**src/rtl/twi_pkg.sv**
```systemverilog
// Purpose: shared constants and types of the two-wire bus master
// Assumes: byte addresses on an 8-bit register port, 32-bit data
// Notes: every offset, field position and reset value lives here
package twi_pkg;
	// Register byte offsets
	localparam logic [7:0] OFS_CMD = 8'h00;
	localparam logic [7:0] OFS_MODE = 8'h04;
	localparam logic [7:0] OFS_IADR = 8'h0C;
	localparam logic [7:0] OFS_WAVE = 8'h10;
	localparam logic [7:0] OFS_STATUS = 8'h20;
	localparam logic [7:0] OFS_IER = 8'h24;
	localparam logic [7:0] OFS_IDR = 8'h28;
	localparam logic [7:0] OFS_IMR = 8'h2C;
	localparam logic [7:0] OFS_RHR = 8'h30;
	localparam logic [7:0] OFS_THR = 8'h34;
	// Command bits
	localparam int CMD_START = 0;
	localparam int CMD_STOP = 1;
	localparam int CMD_MASTER_ENABLE_CMD = 2;
	localparam int CMD_MASTER_DISABLE_CMD = 3;
	localparam int CMD_SOFTWARE_RESET_CMD = 7;
	// Mode fields
	localparam int MODE_ASZ_LSB = 8;
	localparam int MODE_READ_BIT = 12;
	localparam int MODE_DEVICE_ADDRESS_FIELD_LSB = 16;
	localparam logic [31:0] MODE_MASK = 32'h007F_1300;
	// Waveform fields
	localparam int WAVE_LOW_LSB = 0;
	localparam int WAVE_HIGH_LSB = 8;
	localparam int WAVE_EXP_LSB = 16;
	localparam logic [31:0] WAVE_MASK = 32'h0007_FFFF;
	localparam logic [31:0] IADR_MASK = 32'h00FF_FFFF;
	// Status bits
	localparam int ST_TXCOMP = 0;
	localparam int ST_RECEIVE_READY_FLAG = 1;
	localparam int ST_TRANSMIT_READY_FLAG = 2;
	localparam int ST_OVRE = 6;
	localparam int ST_UNRE = 7;
	localparam int ST_NOT_ACK_STATUS = 8;
	localparam int ST_W = 9;
	// Values after reset
	localparam logic [31:0] MODE_RESET = 32'h0000_0000;
	localparam logic [31:0] IADR_RESET = 32'h0000_0000;
	localparam logic [31:0] WAVE_RESET = 32'h0000_0000;
	localparam logic [31:0] STATUS_RESET = 32'h0000_0008;
	localparam logic [31:0] IMR_RESET = 32'h0000_0000;
	localparam logic [7:0] RHR_RESET = 8'h00;
	localparam logic [7:0] THR_RESET = 8'h00;
	// Clock waveform timing: period = (divider << exponent) + 3 cycles
	localparam int TIMER_W = 16;
	localparam logic [15:0] TIMER_ADD = 16'h0003;
	localparam logic [1:0] SYNC_GRACE = 2'h2;
	localparam logic [3:0] ACK_SLOT = 4'h8;
	// Register port request
	typedef struct packed {
		logic [7:0] addr;
		logic [31:0] wdata;
		logic wr;
		logic rd;
	} bus_req_t;
	// Engine states
	typedef enum logic [4:0] {
		S_IDLE = 5'h01,
		S_START = 5'h02,
		S_BITS = 5'h04,
		S_RELEASE = 5'h08,
		S_STOP = 5'h10
	} state_t;
	// Kind of byte on the wire
	typedef enum logic [3:0] {
		K_DEV = 4'h1,
		K_IAD = 4'h2,
		K_TX = 4'h4,
		K_RX = 4'h8
	} kind_t;
endpackage : twi_pkg

```
**src/rtl/twi_sync2.sv**
```systemverilog
// Purpose: two-flop synchroniser for pin inputs
// Assumes: inputs are asynchronous levels
// Notes: the first stage is read by the second stage only
`timescale 1ns/1ps
`default_nettype none
module twi_sync2 #(
	parameter int W = 2
) (
	// Clock and reset
	input wire logic clk,
	input wire logic reset_n,
	// Levels
	input wire logic [W-1:0] din,
	output logic [W-1:0] dout
);
	logic [W-1:0] stage1;

	generate
		if (W < 1) begin : g_bad_width
			$error("twi_sync2 needs W of at least one");
		end
	endgenerate

	// Idle bus reads high, so reset to ones
	always_ff @(posedge clk) begin
		if (!reset_n) begin
			stage1 <= '1;
			dout <= '1;
		end else begin
			stage1 <= din;
			dout <= stage1;
		end
	end
endmodule : twi_sync2
`default_nettype wire

```
**src/rtl/twi_period_timer.sv**
```systemverilog
// Purpose: times one serial clock phase
// Assumes: load starts a period; run pauses it while the line is held
// Notes: period is (divider << exponent) + 3 running cycles
`timescale 1ns/1ps
`default_nettype none
module twi_period_timer
	import twi_pkg::*;
#(
	parameter int CW = TIMER_W
) (
	// Clock and reset
	input wire logic clk,
	input wire logic reset_n,
	// Control
	input wire logic load,
	input wire logic run,
	input wire logic [7:0] divider,
	input wire logic [2:0] exponent,
	// End of period, one cycle
	output logic done
);
	logic [CW-1:0] cnt;
	logic [CW-1:0] target;
	logic busy;

	generate
		if (CW != TIMER_W) begin : g_bad_width
			$error("twi_period_timer counter width must match TIMER_W");
		end
	endgenerate

	assign target = ({8'h00, divider} << exponent) + TIMER_ADD;
	assign done = busy && run && (cnt == target - 16'h0001);

	always_ff @(posedge clk) begin
		if (!reset_n) begin
			busy <= 1'b0;
			cnt <= '0;
		end else if (load) begin
			busy <= 1'b1;
			cnt <= '0;
		end else if (done) begin
			busy <= 1'b0;
		end else if (busy && run) begin
			cnt <= cnt + 16'h0001;
		end
	end
endmodule : twi_period_timer
`default_nettype wire

```
**src/rtl/two_wire_bus_master.sv**
```systemverilog
// Purpose: master-only two-wire bus controller with register port
// Assumes: open-drain pads outside; 25 MHz clk; inputs pass two flops
// Notes: slave clock stretching pauses the high-phase timer
`timescale 1ns/1ps
`default_nettype none
module two_wire_bus_master
	import twi_pkg::*;
(
	// Clock and reset
	input wire logic clk,
	input wire logic reset_n,
	// Register port
	input wire bus_req_t bus,
	output logic [31:0] rdata,
	// Interrupt
	output logic irq,
	// Serial clock pin
	input wire logic sclIn,
	output logic sclOut,
	output logic sclOe_n,
	// Serial data pin
	input wire logic sdaIn,
	output logic sdaOut,
	output logic sdaOe_n
);
	state_t state;
	kind_t kind;
	logic swrstPulse, rstAll;
	logic [31:0] modeReg, iadrReg, waveReg;
	logic [ST_W-1:0] mask, statusVec;
	logic [7:0] thr, rhr, shift;
	logic thrFull, master_enable_cmd, disablePend, stopReq, restarted;
	logic txComp, transmit_ready_flag, receive_ready_flag, ovre, not_ack_status;
	logic pullScl, pullSda, hi, tmrDone, tmrLoad, tmrRun;
	logic [1:0] step, idx, nextIdx, relCnt, asz;
	logic [3:0] bitCnt;
	logic [1:0] pinSync;
	logic sclSync, sdaSync, rdDir;
	logic [6:0] device_address_field;
	logic cmdWr, thrWr, srRd, rhrRd, go, msenEv;
	logic bitEnd, ackEnd, nackEv, rxLand, stopDone, bitPull;
	logic goStop, goRestart, goIad, goTx, goRx;

	// Decoded strobes
	assign cmdWr = bus.wr && bus.addr == OFS_CMD;
	assign thrWr = bus.wr && bus.addr == OFS_THR;
	assign srRd = bus.rd && bus.addr == OFS_STATUS;
	assign rhrRd = bus.rd && bus.addr == OFS_RHR;
	assign msenEv = cmdWr && bus.wdata[CMD_MASTER_ENABLE_CMD] && !bus.wdata[CMD_MASTER_DISABLE_CMD];
	assign rstAll = !reset_n || swrstPulse;
	assign device_address_field = modeReg[MODE_DEVICE_ADDRESS_FIELD_LSB +: 7];
	assign rdDir = modeReg[MODE_READ_BIT];
	assign asz = modeReg[MODE_ASZ_LSB +: 2];

	always_ff @(posedge clk) begin
		if (!reset_n) begin
			swrstPulse <= 1'b0;
		end else begin
			swrstPulse <= cmdWr && bus.wdata[CMD_SOFTWARE_RESET_CMD];
		end
	end

	// Pin inputs cross into clk before use
	twi_sync2 #(.W(2)) u_sync (
		.clk(clk),
		.reset_n(reset_n),
		.din({sclIn, sdaIn}),
		.dout(pinSync)
	);
	assign sclSync = pinSync[1];
	assign sdaSync = pinSync[0];

	// Grace covers sync latency so unstretched phases stay exact
	always_ff @(posedge clk) begin
		if (rstAll || pullScl) begin
			relCnt <= 2'h0;
		end else if (relCnt != 2'h3) begin
			relCnt <= relCnt + 2'h1;
		end
	end
	assign tmrRun = pullScl || sclSync || relCnt < SYNC_GRACE;
	assign tmrLoad = (state == S_IDLE && go) ||
		(tmrDone && !(state == S_STOP && step == 2'h2));

	// phase timer driven by waveform setup
	twi_period_timer u_timer (
		.clk(clk),
		.reset_n(!rstAll),
		.load(tmrLoad),
		.run(tmrRun),
		.divider(pullScl ? waveReg[WAVE_LOW_LSB +: 8] :
			waveReg[WAVE_HIGH_LSB +: 8]),
		.exponent(waveReg[WAVE_EXP_LSB +: 3]),
		.done(tmrDone)
	);

	// Setup registers
	always_ff @(posedge clk) begin
		if (rstAll) begin
			modeReg <= MODE_RESET;
			iadrReg <= IADR_RESET;
			waveReg <= WAVE_RESET;
			mask <= IMR_RESET[ST_W-1:0];
		end else if (bus.wr) begin
			if (bus.addr == OFS_MODE) modeReg <= bus.wdata & MODE_MASK;
			if (bus.addr == OFS_IADR) iadrReg <= bus.wdata & IADR_MASK;
			if (bus.addr == OFS_WAVE) waveReg <= bus.wdata & WAVE_MASK;
			if (bus.addr == OFS_IER) mask <= mask | bus.wdata[ST_W-1:0];
			if (bus.addr == OFS_IDR) mask <= mask & ~bus.wdata[ST_W-1:0];
		end
	end

	// Holding register; a write wins over a load or a not-ack flush,
	// and the flush keeps a refused byte from relaunching frames forever
	always_ff @(posedge clk) begin
		if (rstAll) begin
			thr <= THR_RESET;
			thrFull <= 1'b0;
		end else if (thrWr) begin
			thr <= bus.wdata[7:0];
			thrFull <= 1'b1;
		end else if (goTx || nackEv) begin
			thrFull <= 1'b0;
		end
	end

	// disable only once idle and drained
	always_ff @(posedge clk) begin
		if (rstAll) begin
			master_enable_cmd <= 1'b0;
			disablePend <= 1'b0;
		end else if (msenEv) begin
			master_enable_cmd <= 1'b1;
			disablePend <= 1'b0;
		end else if (cmdWr && bus.wdata[CMD_MASTER_DISABLE_CMD]) begin
			disablePend <= 1'b1;
		end else if (disablePend && state == S_IDLE && !thrFull && !go) begin
			master_enable_cmd <= 1'b0;
			disablePend <= 1'b0;
		end
	end

	// holding write launches a write frame
	assign go = state == S_IDLE && master_enable_cmd &&
		((cmdWr && bus.wdata[CMD_START]) || (!rdDir && (thrWr || thrFull)));

	// stop request, set wins over clear
	always_ff @(posedge clk) begin
		if (rstAll) begin
			stopReq <= 1'b0;
		end else if (cmdWr && bus.wdata[CMD_STOP]) begin
			stopReq <= 1'b1;
		end else if (stopDone || (state == S_IDLE && !go)) begin
			stopReq <= 1'b0;
		end
	end

	// Byte and slot events
	assign bitEnd = state == S_BITS && hi && tmrDone;
	assign ackEnd = bitEnd && bitCnt == ACK_SLOT;
	// slave ack is a low level in the slot
	assign nackEv = ackEnd && kind != K_RX && sdaSync;
	assign rxLand = bitEnd && bitCnt == 4'h7 && kind == K_RX;
	assign stopDone = state == S_STOP && step == 2'h2 && tmrDone;
	assign nextIdx = (kind == K_DEV) ? asz - 2'h1 : idx - 2'h1;

	// What follows the acknowledge slot
	always_comb begin
		goStop = 1'b0;
		goRestart = 1'b0;
		goIad = 1'b0;
		goTx = 1'b0;
		goRx = 1'b0;
		if (ackEnd) begin
			case (kind)
				K_DEV: begin
					if (sdaSync) goStop = 1'b1;
					else if (rdDir && (asz == 2'h0 || restarted)) goRx = 1'b1;
					else if (asz != 2'h0 && !restarted) goIad = 1'b1;
					else goTx = 1'b1;
				end
				K_IAD: begin
					if (sdaSync) goStop = 1'b1;
					else if (idx != 2'h0) goIad = 1'b1;
					else if (rdDir) goRestart = 1'b1;
					else goTx = 1'b1;
				end
				K_TX: begin
					if (sdaSync || stopReq) goStop = 1'b1;
					else goTx = 1'b1;
				end
				K_RX: begin
					if (stopReq) goStop = 1'b1;
					else goRx = 1'b1;
				end
				default: goStop = 1'b1;
			endcase
			if (goTx && !thrFull) begin
				goTx = 1'b0;
				goStop = 1'b1;
			end
		end
	end

	// Sequencer: clock pin and shifter
	always_ff @(posedge clk) begin
		if (rstAll) begin
			state <= S_IDLE;
			kind <= K_DEV;
			step <= 2'h0;
			hi <= 1'b0;
			bitCnt <= 4'h0;
			shift <= 8'h00;
			idx <= 2'h0;
			restarted <= 1'b0;
			pullScl <= 1'b0;
		end else begin
			case (state)
				S_IDLE: begin
					if (go) begin
						state <= S_START;
						step <= 2'h0;
					end
				end
				S_START: begin
					if (tmrDone && step == 2'h0) begin
						step <= 2'h1;
					end else if (tmrDone) begin
						state <= S_BITS;
						pullScl <= 1'b1;
						hi <= 1'b0;
						bitCnt <= 4'h0;
						kind <= K_DEV;
						shift <= {device_address_field, restarted || (rdDir && asz == 2'h0)};
					end
				end
				S_BITS: begin
					if (tmrDone && !hi) begin
						hi <= 1'b1;
						pullScl <= 1'b0;
					end else if (tmrDone) begin
						hi <= 1'b0;
						pullScl <= 1'b1;
						// eight bits then the ack slot
						if (bitCnt != ACK_SLOT) begin
							shift <= {shift[6:0], sdaSync};
							bitCnt <= bitCnt + 4'h1;
						end else begin
							bitCnt <= 4'h0;
							if (goStop) begin
								state <= S_STOP;
								step <= 2'h0;
							end
							if (goRestart) begin
								state <= S_RELEASE;
								restarted <= 1'b1;
							end
							if (goIad) begin
								kind <= K_IAD;
								idx <= nextIdx;
								shift <= iadrReg[8 * nextIdx +: 8];
							end
							if (goTx) begin
								kind <= K_TX;
								shift <= thr;
							end
							if (goRx) kind <= K_RX;
						end
					end
				end
				S_RELEASE: begin
					// Repeated start: release clock with data high
					if (tmrDone) begin
						pullScl <= 1'b0;
						state <= S_START;
						step <= 2'h0;
					end
				end
				S_STOP: begin
					if (tmrDone && step == 2'h0) begin
						pullScl <= 1'b0;
						step <= 2'h1;
					end else if (tmrDone && step == 2'h1) begin
						step <= 2'h2;
					end else if (tmrDone) begin
						state <= S_IDLE;
						restarted <= 1'b0;
					end
				end
				default: state <= S_IDLE;
			endcase
		end
	end

	// release the line in the ack slot of sent bytes
	// master answers not-ack once stop is requested
	assign bitPull = (bitCnt == ACK_SLOT) ? (kind == K_RX && !stopReq) :
		(kind != K_RX && !shift[7]);

	// Data pin lags clock moves by one cycle so edges never coincide
	always_ff @(posedge clk) begin
		if (rstAll) begin
			pullSda <= 1'b0;
		end else begin
			case (state)
				S_START: pullSda <= step == 2'h1;
				// update only in the low phase
				S_BITS: if (!hi) pullSda <= bitPull;
				S_STOP: pullSda <= step != 2'h2;
				default: pullSda <= 1'b0;
			endcase
		end
	end

	// open drain: drive low or let go
	assign sclOut = 1'b0;
	assign sdaOut = 1'b0;
	assign sclOe_n = !pullScl;
	assign sdaOe_n = !pullSda;

	// Status flags; hardware set wins over software clear
	always_ff @(posedge clk) begin
		if (rstAll) begin
			txComp <= STATUS_RESET[ST_TXCOMP];
			transmit_ready_flag <= STATUS_RESET[ST_TRANSMIT_READY_FLAG];
			receive_ready_flag <= STATUS_RESET[ST_RECEIVE_READY_FLAG];
			ovre <= STATUS_RESET[ST_OVRE];
			not_ack_status <= STATUS_RESET[ST_NOT_ACK_STATUS];
			rhr <= RHR_RESET;
		end else begin
			if (stopDone || msenEv) txComp <= 1'b1;
			else if (go) txComp <= 1'b0;
			// set on load, fault or enable, held until next write
			if (goTx || nackEv || msenEv) transmit_ready_flag <= 1'b1;
			else if (thrWr) transmit_ready_flag <= 1'b0;
			// receive flag set on landing, cleared by read
			if (rxLand) receive_ready_flag <= 1'b1;
			else if (rhrRd) receive_ready_flag <= 1'b0;
			if (rxLand && receive_ready_flag) ovre <= 1'b1;
			else if (srRd && txComp) ovre <= 1'b0;
			// not-ack flag, cleared by status read
			if (nackEv) not_ack_status <= 1'b1;
			else if (srRd) not_ack_status <= 1'b0;
			if (rxLand) rhr <= {shift[6:0], sdaSync};
		end
	end

	always_comb begin
		statusVec = '0;
		statusVec[ST_TXCOMP] = txComp;
		statusVec[ST_RECEIVE_READY_FLAG] = receive_ready_flag;
		statusVec[ST_TRANSMIT_READY_FLAG] = transmit_ready_flag;
		statusVec[ST_OVRE] = ovre;
		statusVec[ST_UNRE] = 1'b0;
		statusVec[ST_NOT_ACK_STATUS] = not_ack_status;
	end

	// only enabled flags reach the interrupt
	always_ff @(posedge clk) begin
		if (rstAll) irq <= 1'b0;
		else irq <= |(statusVec & mask);
	end

	// Read data in the cycle after the strobe; unmapped reads zero
	always_ff @(posedge clk) begin
		if (rstAll) begin
			rdata <= 32'h0000_0000;
		end else if (bus.rd) begin
			case (bus.addr)
				OFS_MODE: rdata <= modeReg;
				OFS_IADR: rdata <= iadrReg;
				OFS_WAVE: rdata <= waveReg;
				OFS_STATUS: rdata <= {23'h000000, statusVec};
				OFS_IMR: rdata <= {23'h000000, mask};
				OFS_RHR: rdata <= {24'h000000, rhr};
				OFS_THR: rdata <= {24'h000000, thr};
				default: rdata <= 32'h0000_0000;
			endcase
		end else begin
			rdata <= 32'h0000_0000;
		end
	end
endmodule : two_wire_bus_master
`default_nettype wire

```
**config.mk**
```make
export PLATFORM = sky130hd
export DESIGN_NAME = two_wire_bus_master
export DESIGN_NICKNAME = d
export VERILOG_FILES = /design/src/rtl/twi_pkg.sv /design/src/rtl/twi_sync2.sv /design/src/rtl/twi_period_timer.sv /design/src/rtl/two_wire_bus_master.sv
export SDC_FILE = /design/constraint.sdc
export NUM_CORES = 1
export LEC_CHECK = 0
export BUFFER_PORTS_ARGS = -buffer_cell sky130_fd_sc_hd__buf_4
export CAP_MARGIN = 10
export CORE_ASPECT_RATIO = 1.4
export CORE_MARGIN = 2
export CORE_UTILIZATION = 45
export CTS_BUF_LIST = sky130_fd_sc_hd__clkbuf_2
export DETAILED_ROUTE_END_ITERATION = 16
export PLACE_DENSITY_LB_ADDON = 0.05
export SLEW_MARGIN = 30
export SYNTH_ARGS = -nofsm -noshare
export SYNTH_HDL_FRONTEND = slang
export SYNTH_HIERARCHICAL = 1
export SYNTH_SLANG_ARGS = --single-unit
```
**constraint.sdc**
```tcl
create_clock -name clk -period 15.5 [get_ports clk]
set_clock_uncertainty 0.15 [all_clocks]
set_input_delay 3.1 -clock clk [delete_from_list [all_inputs] [get_ports clk]]
set_output_delay 3.1 -clock clk [all_outputs]
set_load 0.005 [all_outputs]
```
== Word-level counts from Yosys, hierarchy flattened ==
Index checks and enable logic that the tools add are counted.
Widths: inputs -> output; s select.
Storage, ports and cells
  logic and storage cells: 329
  output and inout bits: 37
  bits in registers: 173
  bits of input ports: 46
Operators by class
  bitwise operators: 8
  equal/unequal tests: 47
  shifts and indexed selects: 2
  add/sub/neg operators: 7
  reduce and logical (&&, ||, !) cells: 107
  muxes and demuxes: 124
  order comparisons: 1
Operators with widths (number)
  $pmux 24 s7: 1
  $mux 1: 65
  $mux 8: 8
  $mux 5: 12
  $mux 4: 13
  $eq 8x6->1 const B: 6
  $logic_and 1x1->1: 41
  $ne 2x2->1 const B: 17
  $shiftx 32x6->8: 1
  $reduce_bool 2->1: 15
  $pmux 5 s5: 1
  $mux 2: 10
  $and 9x9->9: 2
  $mux 9: 2
  $add 16x1->16 const B: 1
  $add 16x2->16 const B: 1
  $eq 16x16->1: 1
  $pmux 4 s2: 2
  $pmux 8 s2: 1
  $shl 8x3->16: 1
  $sub 16x1->16 const B: 1
  $logic_or 1x1->1: 14
  $reduce_and 2->1: 7
  $logic_not 1->1: 12
  43 further kinds: 61

== Logic depth before layout (Yosys ltp) ==
  word-level depth: 18
  mapped depth: 23
  gate-level depth less buffers: 21

== By module ==
Netlist, hierarchy kept.
Modules (own cells, without submodules)
  two_wire_bus_master: area each 6804.0 um^2, seq. area each 2882.8 um^2, cells an instance 833, times used 1
  twi_period_timer: area each 1990.7 um^2, seq. area each 340.3 um^2, cells an instance 245, times used 1
  twi_sync2: area each 105.1 um^2, seq. area each 80.1 um^2, cells an instance 8, times used 1

== Worst setup path before layout ==
OpenSTA, ideal clock, no wires.
  path kind: input to register
  start: input bus[38] (netlist bit)
  end: register u_timer.cnt[13]
  cell stages on the path: 10
  slack: 10.214 ns
  buffers on the path: 2
  required time: 15.222 ns
  setup time: 0.128 ns
  arrival time: 5.008 ns
  path through: clkbuf_1 -> nor4_1 -> nand2_1 -> nor2_1 -> and2_1 -> o21ai_0 -> nand2_1 -> nand2b_1 -> clkbuf_1 -> nor2_1
Between the ends
  longest elaborated chain between the ends: 9
  elaborated cells on any way between the ends: 12
  classes of those cells: eq/ne: 1; reduce/logical: 11
Ends and longest elaborated chain
  start: declaration: line two_wire_bus_master.sv:13  | input wire bus_req_t bus,
  $eq 8x6->1: line two_wire_bus_master.sv:46  | assign thrWr = bus.wr && bus.addr == OFS_THR;
  $logic_and 1x1->1: line two_wire_bus_master.sv:46
  $logic_or 1x1->1: line two_wire_bus_master.sv:145  | ((cmdWr && bus.wdata[CMD_START]) || (!rdDir && (thrWr || thrFull)));
  $logic_and 1x1->1: line two_wire_bus_master.sv:145
  $logic_or 1x1->1 *: line two_wire_bus_master.sv:145
  $logic_and 1x1->1 *: line two_wire_bus_master.sv:144  | assign go = state == S_IDLE && master_enable_cmd &&
  $logic_and 1x1->1 *: line two_wire_bus_master.sv:82  | assign tmrLoad = (state == S_IDLE && go) ||
  $logic_or 1x1->1 *: line two_wire_bus_master.sv:82
  net tmrLoad: line two_wire_bus_master.sv:34  | logic pullScl, pullSda, hi, tmrDone, tmrLoad, tmrRun;
  $reduce_or 2->1 (no source line) *
  end signal: assignment: line twi_period_timer.sv:45  | cnt <= cnt + 16'h0001;
  end: declaration: line twi_period_timer.sv:22  | logic [CW-1:0] cnt;
Mark *: on every way through the listed nets, which the timed path passes. The rest lies on a longest branch.
A chain may end at the register's enable or synchronous reset.

== Worst setup path in the final report ==
  start: register pullScl
  end: register shift[6]
Between the ends
  longest elaborated chain between the ends: 14
  elaborated cells on any way between the ends: 26
  classes of those cells: add/sub: 2; eq/ne: 6; shift: 1; mux: 8; reduce/logical: 9
Ends and longest elaborated chain
  start: declaration: line two_wire_bus_master.sv:34
  start signal: assignment: line two_wire_bus_master.sv:216  | pullScl <= 1'b0;
  start signal: assignment: line two_wire_bus_master.sv:230  | pullScl <= 1'b1;
  start signal: assignment: line two_wire_bus_master.sv:240  | pullScl <= 1'b0;
  $mux 8: line two_wire_bus_master.sv:91  | .divider(pullScl ? waveReg[WAVE_LOW_LSB +: 8] :
  $shl 8x3->16: line twi_period_timer.sv:32  | assign target = ({8'h00, divider} << exponent) + TIMER_ADD;
  $add 16x2->16: line twi_period_timer.sv:32
  $sub 16x1->16: line twi_period_timer.sv:33  | assign done = busy && run && (cnt == target - 16'h0001);
  $eq 16x16->1: line twi_period_timer.sv:33
  $logic_and 1x1->1 *: line twi_period_timer.sv:33
  net tmrDone: line two_wire_bus_master.sv:34
  $logic_and 1x1->1: line two_wire_bus_master.sv:159  | assign bitEnd = state == S_BITS && hi && tmrDone;
  $logic_and 1x1->1: line two_wire_bus_master.sv:160  | assign ackEnd = bitEnd && bitCnt == ACK_SLOT;
  $mux 1: line two_wire_bus_master.sv:174  | if (ackEnd) begin
  $mux 8: line two_wire_bus_master.sv:263  | if (goTx) begin
  $mux 8: line two_wire_bus_master.sv:245  | if (bitCnt != ACK_SLOT) begin
  $mux 8: line two_wire_bus_master.sv:241  | end else if (tmrDone) begin
  $mux 8: line two_wire_bus_master.sv:238  | if (tmrDone && !hi) begin
  $pmux 8 s2: line two_wire_bus_master.sv:218  | case (state)
  end signal: assignment: line two_wire_bus_master.sv:234  | shift <= {device_address_field, restarted || (rdDir && asz == 2'h0)};
  end signal: assignment: line two_wire_bus_master.sv:246  | shift <= {shift[6:0], sdaSync};
  end signal: assignment: line two_wire_bus_master.sv:261  | shift <= iadrReg[8 * nextIdx +: 8];
  end: declaration: line two_wire_bus_master.sv:31  | logic [7:0] thr, rhr, shift;
Mark *: on every way through the listed nets, which the timed path passes. The rest lies on a longest branch. The select of a mux whose other input is x is not followed.

==> impl_metrics.tcl <==
set metrics [dict create \
    status "completed" \
    die_area_um2 20900 \
    fp.dieH_um 170 \
    critPathMaxStageDelay_ps 830 \
    placed_area_um2 9450 \
    top_layer_used "met4" \
    syn_to_final_growth_pct 9.45 \
    cts_hold_buf 0 \
    final_design_area_no_fill_um2 9740 \
    crit_required_ps 16040 \
    netlist_instances 1086 \
    max-cap-violations 0 \
    synth_edf_count 0 \
    wl_met2_mm 13.7 \
    drtAntennaViolNets 0 \
    critPathKind "flip-flop to flip-flop" \
    crit_family "compound AO/OA/AOI/OAI gates" \
    grt_pass1_vias 7710 \
    nNetsFinal 1166 \
    cts.sinks 165 \
    cp_num_buf_inv 2 \
    clkTransAtPathRegs_ps 280 \
    synth_top_area_share_pct 37.1 \
    gr-usage-all-layers_pct 26.5 \
    core_area_um2 19300 \
    start_util_pct 46.1 \
    cp_max_fo 17 \
    synth_top_area_cell "dfxtp_1" \
    worst_setup_path_start_kind "flip-flop" \
    power_leakage_nw 3.30 \
    place.gp.congestion 0.858 \
    crit_path_top_delay_cell "dfxtp_1" \
    cts.path.max_buffers 2 \
    tritoncts "yes" \
    yosysSeqAreaShare_pct 37.1 \
    drt_pass1_iterations 6 \
    arrival_ps 6530 \
    rsz0062_at_grt "no" \
    route.detailed.drc 0 \
    wl_met1_mm 11.4 \
    synth_cell_types 91 \
    slew_headroom_pct 38.1 \
    vias_per_cell 5.97 \
    powerDensity_nw_per_um2 79.1 \
    wl_met3_mm 1.13 \
    synth_top_cells_by_area "dfxtp_1 37%, nand2_1 7.1%, a21oi_1 6.5%, mux2i_1 3.7%, nor2_1 3.7%" \
    ys_ff_latch 165 \
    clk-insertion-delay-late_ps 770 \
    period_minus_slack_ps 5990 \
    vias 8208 \
    wirelength_mm 27.1 \
    post_cts_buffers 0 \
    yosys_warnings 6 \
    avgSynthCellArea_um2 8.20 \
    tns_ps 0 \
    worstSetupEndpointType "flip-flop" \
    grt_overflow_total 0 \
    ys_dominant_reg_cell "dfxtp_1" \
    netlist_area_um2 8900 \
    finalHoldViolCount 0 \
    wire_per_inst_um 19.7 \
    setup_violations 0 \
    cp_cell_sequence "mux2_2 -> mux2_2 -> nand2_1 -> inv_1 -> ha_1 -> xor2_1 -> a2111oi_2 -> o211ai_1 -> a211oi_1 -> o311ai_0 -> nor3_1 -> buf_4 -> nand2_1 -> nor4_4 -> o311ai_4 -> o21ai_0 -> a21oi_1 -> a2111oi_0 -> nor2_1" \
    port_buffers 64 \
    cts_resized 0 \
    rows 60 \
    fillers 1925 \
    final-max-slew-violation-count 0 \
    postSynth.asyncResetShare_pct 0 \
    synth_commonest_cells "169 x nand2_1, 165 x dfxtp_1, 116 x a21oi_1" \
    dieWidth_um 123 \
    hp-class "flip-flop to flip-flop" \
    hpwl_mm 19.5 \
    cts_root_buf "clkbuf_2" \
    synthMostInstantiatedCell "nand2_1" \
    cts_buffers 17 \
    fin_crit_sh_pct 38.6 \
    worst_pin_slew_ps 920 \
    grt_max_degree 78 \
    post_route_cells_drive_above_1_share_pct 15.1 \
    antenna_found_initial 1 \
    htree_levels 4 \
    grt_pass1_wl_mm 43.1 \
    max-vdd-ir-drop_mv 0.0608 \
    io_pins 83 \
    max_freq_mhz 167 \
    drt_iter0_markers 709 \
]
worst register-to-register path: cells and delay by family (launching register included):
kind	cells	cell delay [ps]
AOI/OAI and AO/OA	8	2250
xor gates and xnor gates	1	160
adders and majority gates	1	320
buffers and inverters	2	300
DFF	1	830
muxes	2	840
and+or+nand+nor	5	1100
layer usage:
metal	GRT usage, %	vias to the layer above
li1	-	4004
met1	33.0	3919
met2	45.4	238
met3	3.69	47
met4	11.0	0
met5	0	-
per-stage QoR:
| stage | power, mW | hold slack (ps) | std cells | setup WS [ps] | util (%) |
|---|---|---|---|---|---|
| 4_1_cts | 0.778 | 305 | 1374 | 9500 | 50.5 |
| 5_1_grt | 0.805 | 321 | 1375 | 9090 | 50.5 |
| 2_1_floorplan | 0.491 | 236 | 1095 | 10210 | - |
| 3_5_place_dp | 0.514 | 252 | 1342 | 9400 | 49.0 |
| 6_report | 0.770 | 300 | 1375 | 9510 | 50.5 |
| 3_3_place_gp | 0.514 | 248 | 1342 | 9370 | 48.9 |
flip-flops by register name, summed over array words and instances, names as in the netlist, 2 cells and up, named ones only:
register       cells
iadrReg           24
rdata             24
waveReg           19
u_timer/cnt       16
modeReg           10
rhr                8
shift              8
thr                8
state              5
bitCnt             4
kind               4
idx                2
relCnt             2
step               2
u_sync/dout        2
u_sync/stage1      2
cells by family after synthesis:
kind of cell | after synthesis | share of synthesized area (%)
AO/OA/AOI/OAI | 298 | 22.2
XOR/XNOR | 19 | 1.87
adder cells (fa/ha/maj) | 7 | 0.984
buffers and inverters | 94 | 5.40
flip-flops | 165 | 37.1
multiplexers | 62 | 7.76
other | 1 | 0.0421
AND/OR/NAND/NOR | 440 | 24.6
layout make-up:
type                    count  area, um2  area share, %
flip-flops and latches    165       3300           33.9
repair buffers             77        578           5.93
diodes                      1       2.50         0.0257
multi-input cells         836       5190           53.3
clock buffers              17       85.1          0.873
clock inverters            15        208           2.13
inverters                  16       65.1          0.668
well taps                 248        310           3.19
power by group:
group	switching, mW	internal [mW]	total [mW]
clock network	0.178	0.0852	0.264
registers	0.00785	0.430	0.438
logic	0.0429	0.0255	0.0684
total	0.229	0.541	0.770
final timing paths:
| kind | startpoint | to | slack, ps | cells after the start |
|---|---|---|---|---|
| max reg2reg | pullScl | shift[6] | 9510 | 19 |
| min | u_sync/stage1[1] | u_sync/dout[1] | 300 | 1 |
| min reg2reg | u_sync/stage1[1] | u_sync/dout[1] | 300 | 1 |
| max | pullScl | shift[6] | 9510 | 19 |
cell usage in the layout, fill, tap and decap left out, drive strengths merged, types with 8 or more instances in the layout:
| cell type | Yosys | routed |
|---|---|---|
| a2111oi | 9 | 9 |
| a211oi | 14 | 14 |
| a21oi | 117 | 117 |
| a222oi | 13 | 13 |
| a22oi | 34 | 34 |
| a31oi | 12 | 12 |
| and2 | 16 | 16 |
| and3 | 18 | 18 |
| buf | 31 | 77 |
| clkbuf | 47 | 17 |
| clkinv | 2 | 8 |
| conb | 1 | 10 |
| dfxtp | 165 | 165 |
| inv | 14 | 20 |
| mux2 | 26 | 26 |
| mux2i | 33 | 33 |
| nand2 | 169 | 169 |
| nand2b | 16 | 16 |
| nand3 | 36 | 36 |
| nand4 | 11 | 11 |
| nor2 | 89 | 89 |
| nor3 | 16 | 16 |
| nor4 | 9 | 9 |
| o211ai | 9 | 9 |
| o21ai | 47 | 47 |
| or3 | 10 | 10 |
| xnor2 | 9 | 9 |
| xor2 | 10 | 10 |
(Power assumes the default switching activity.)
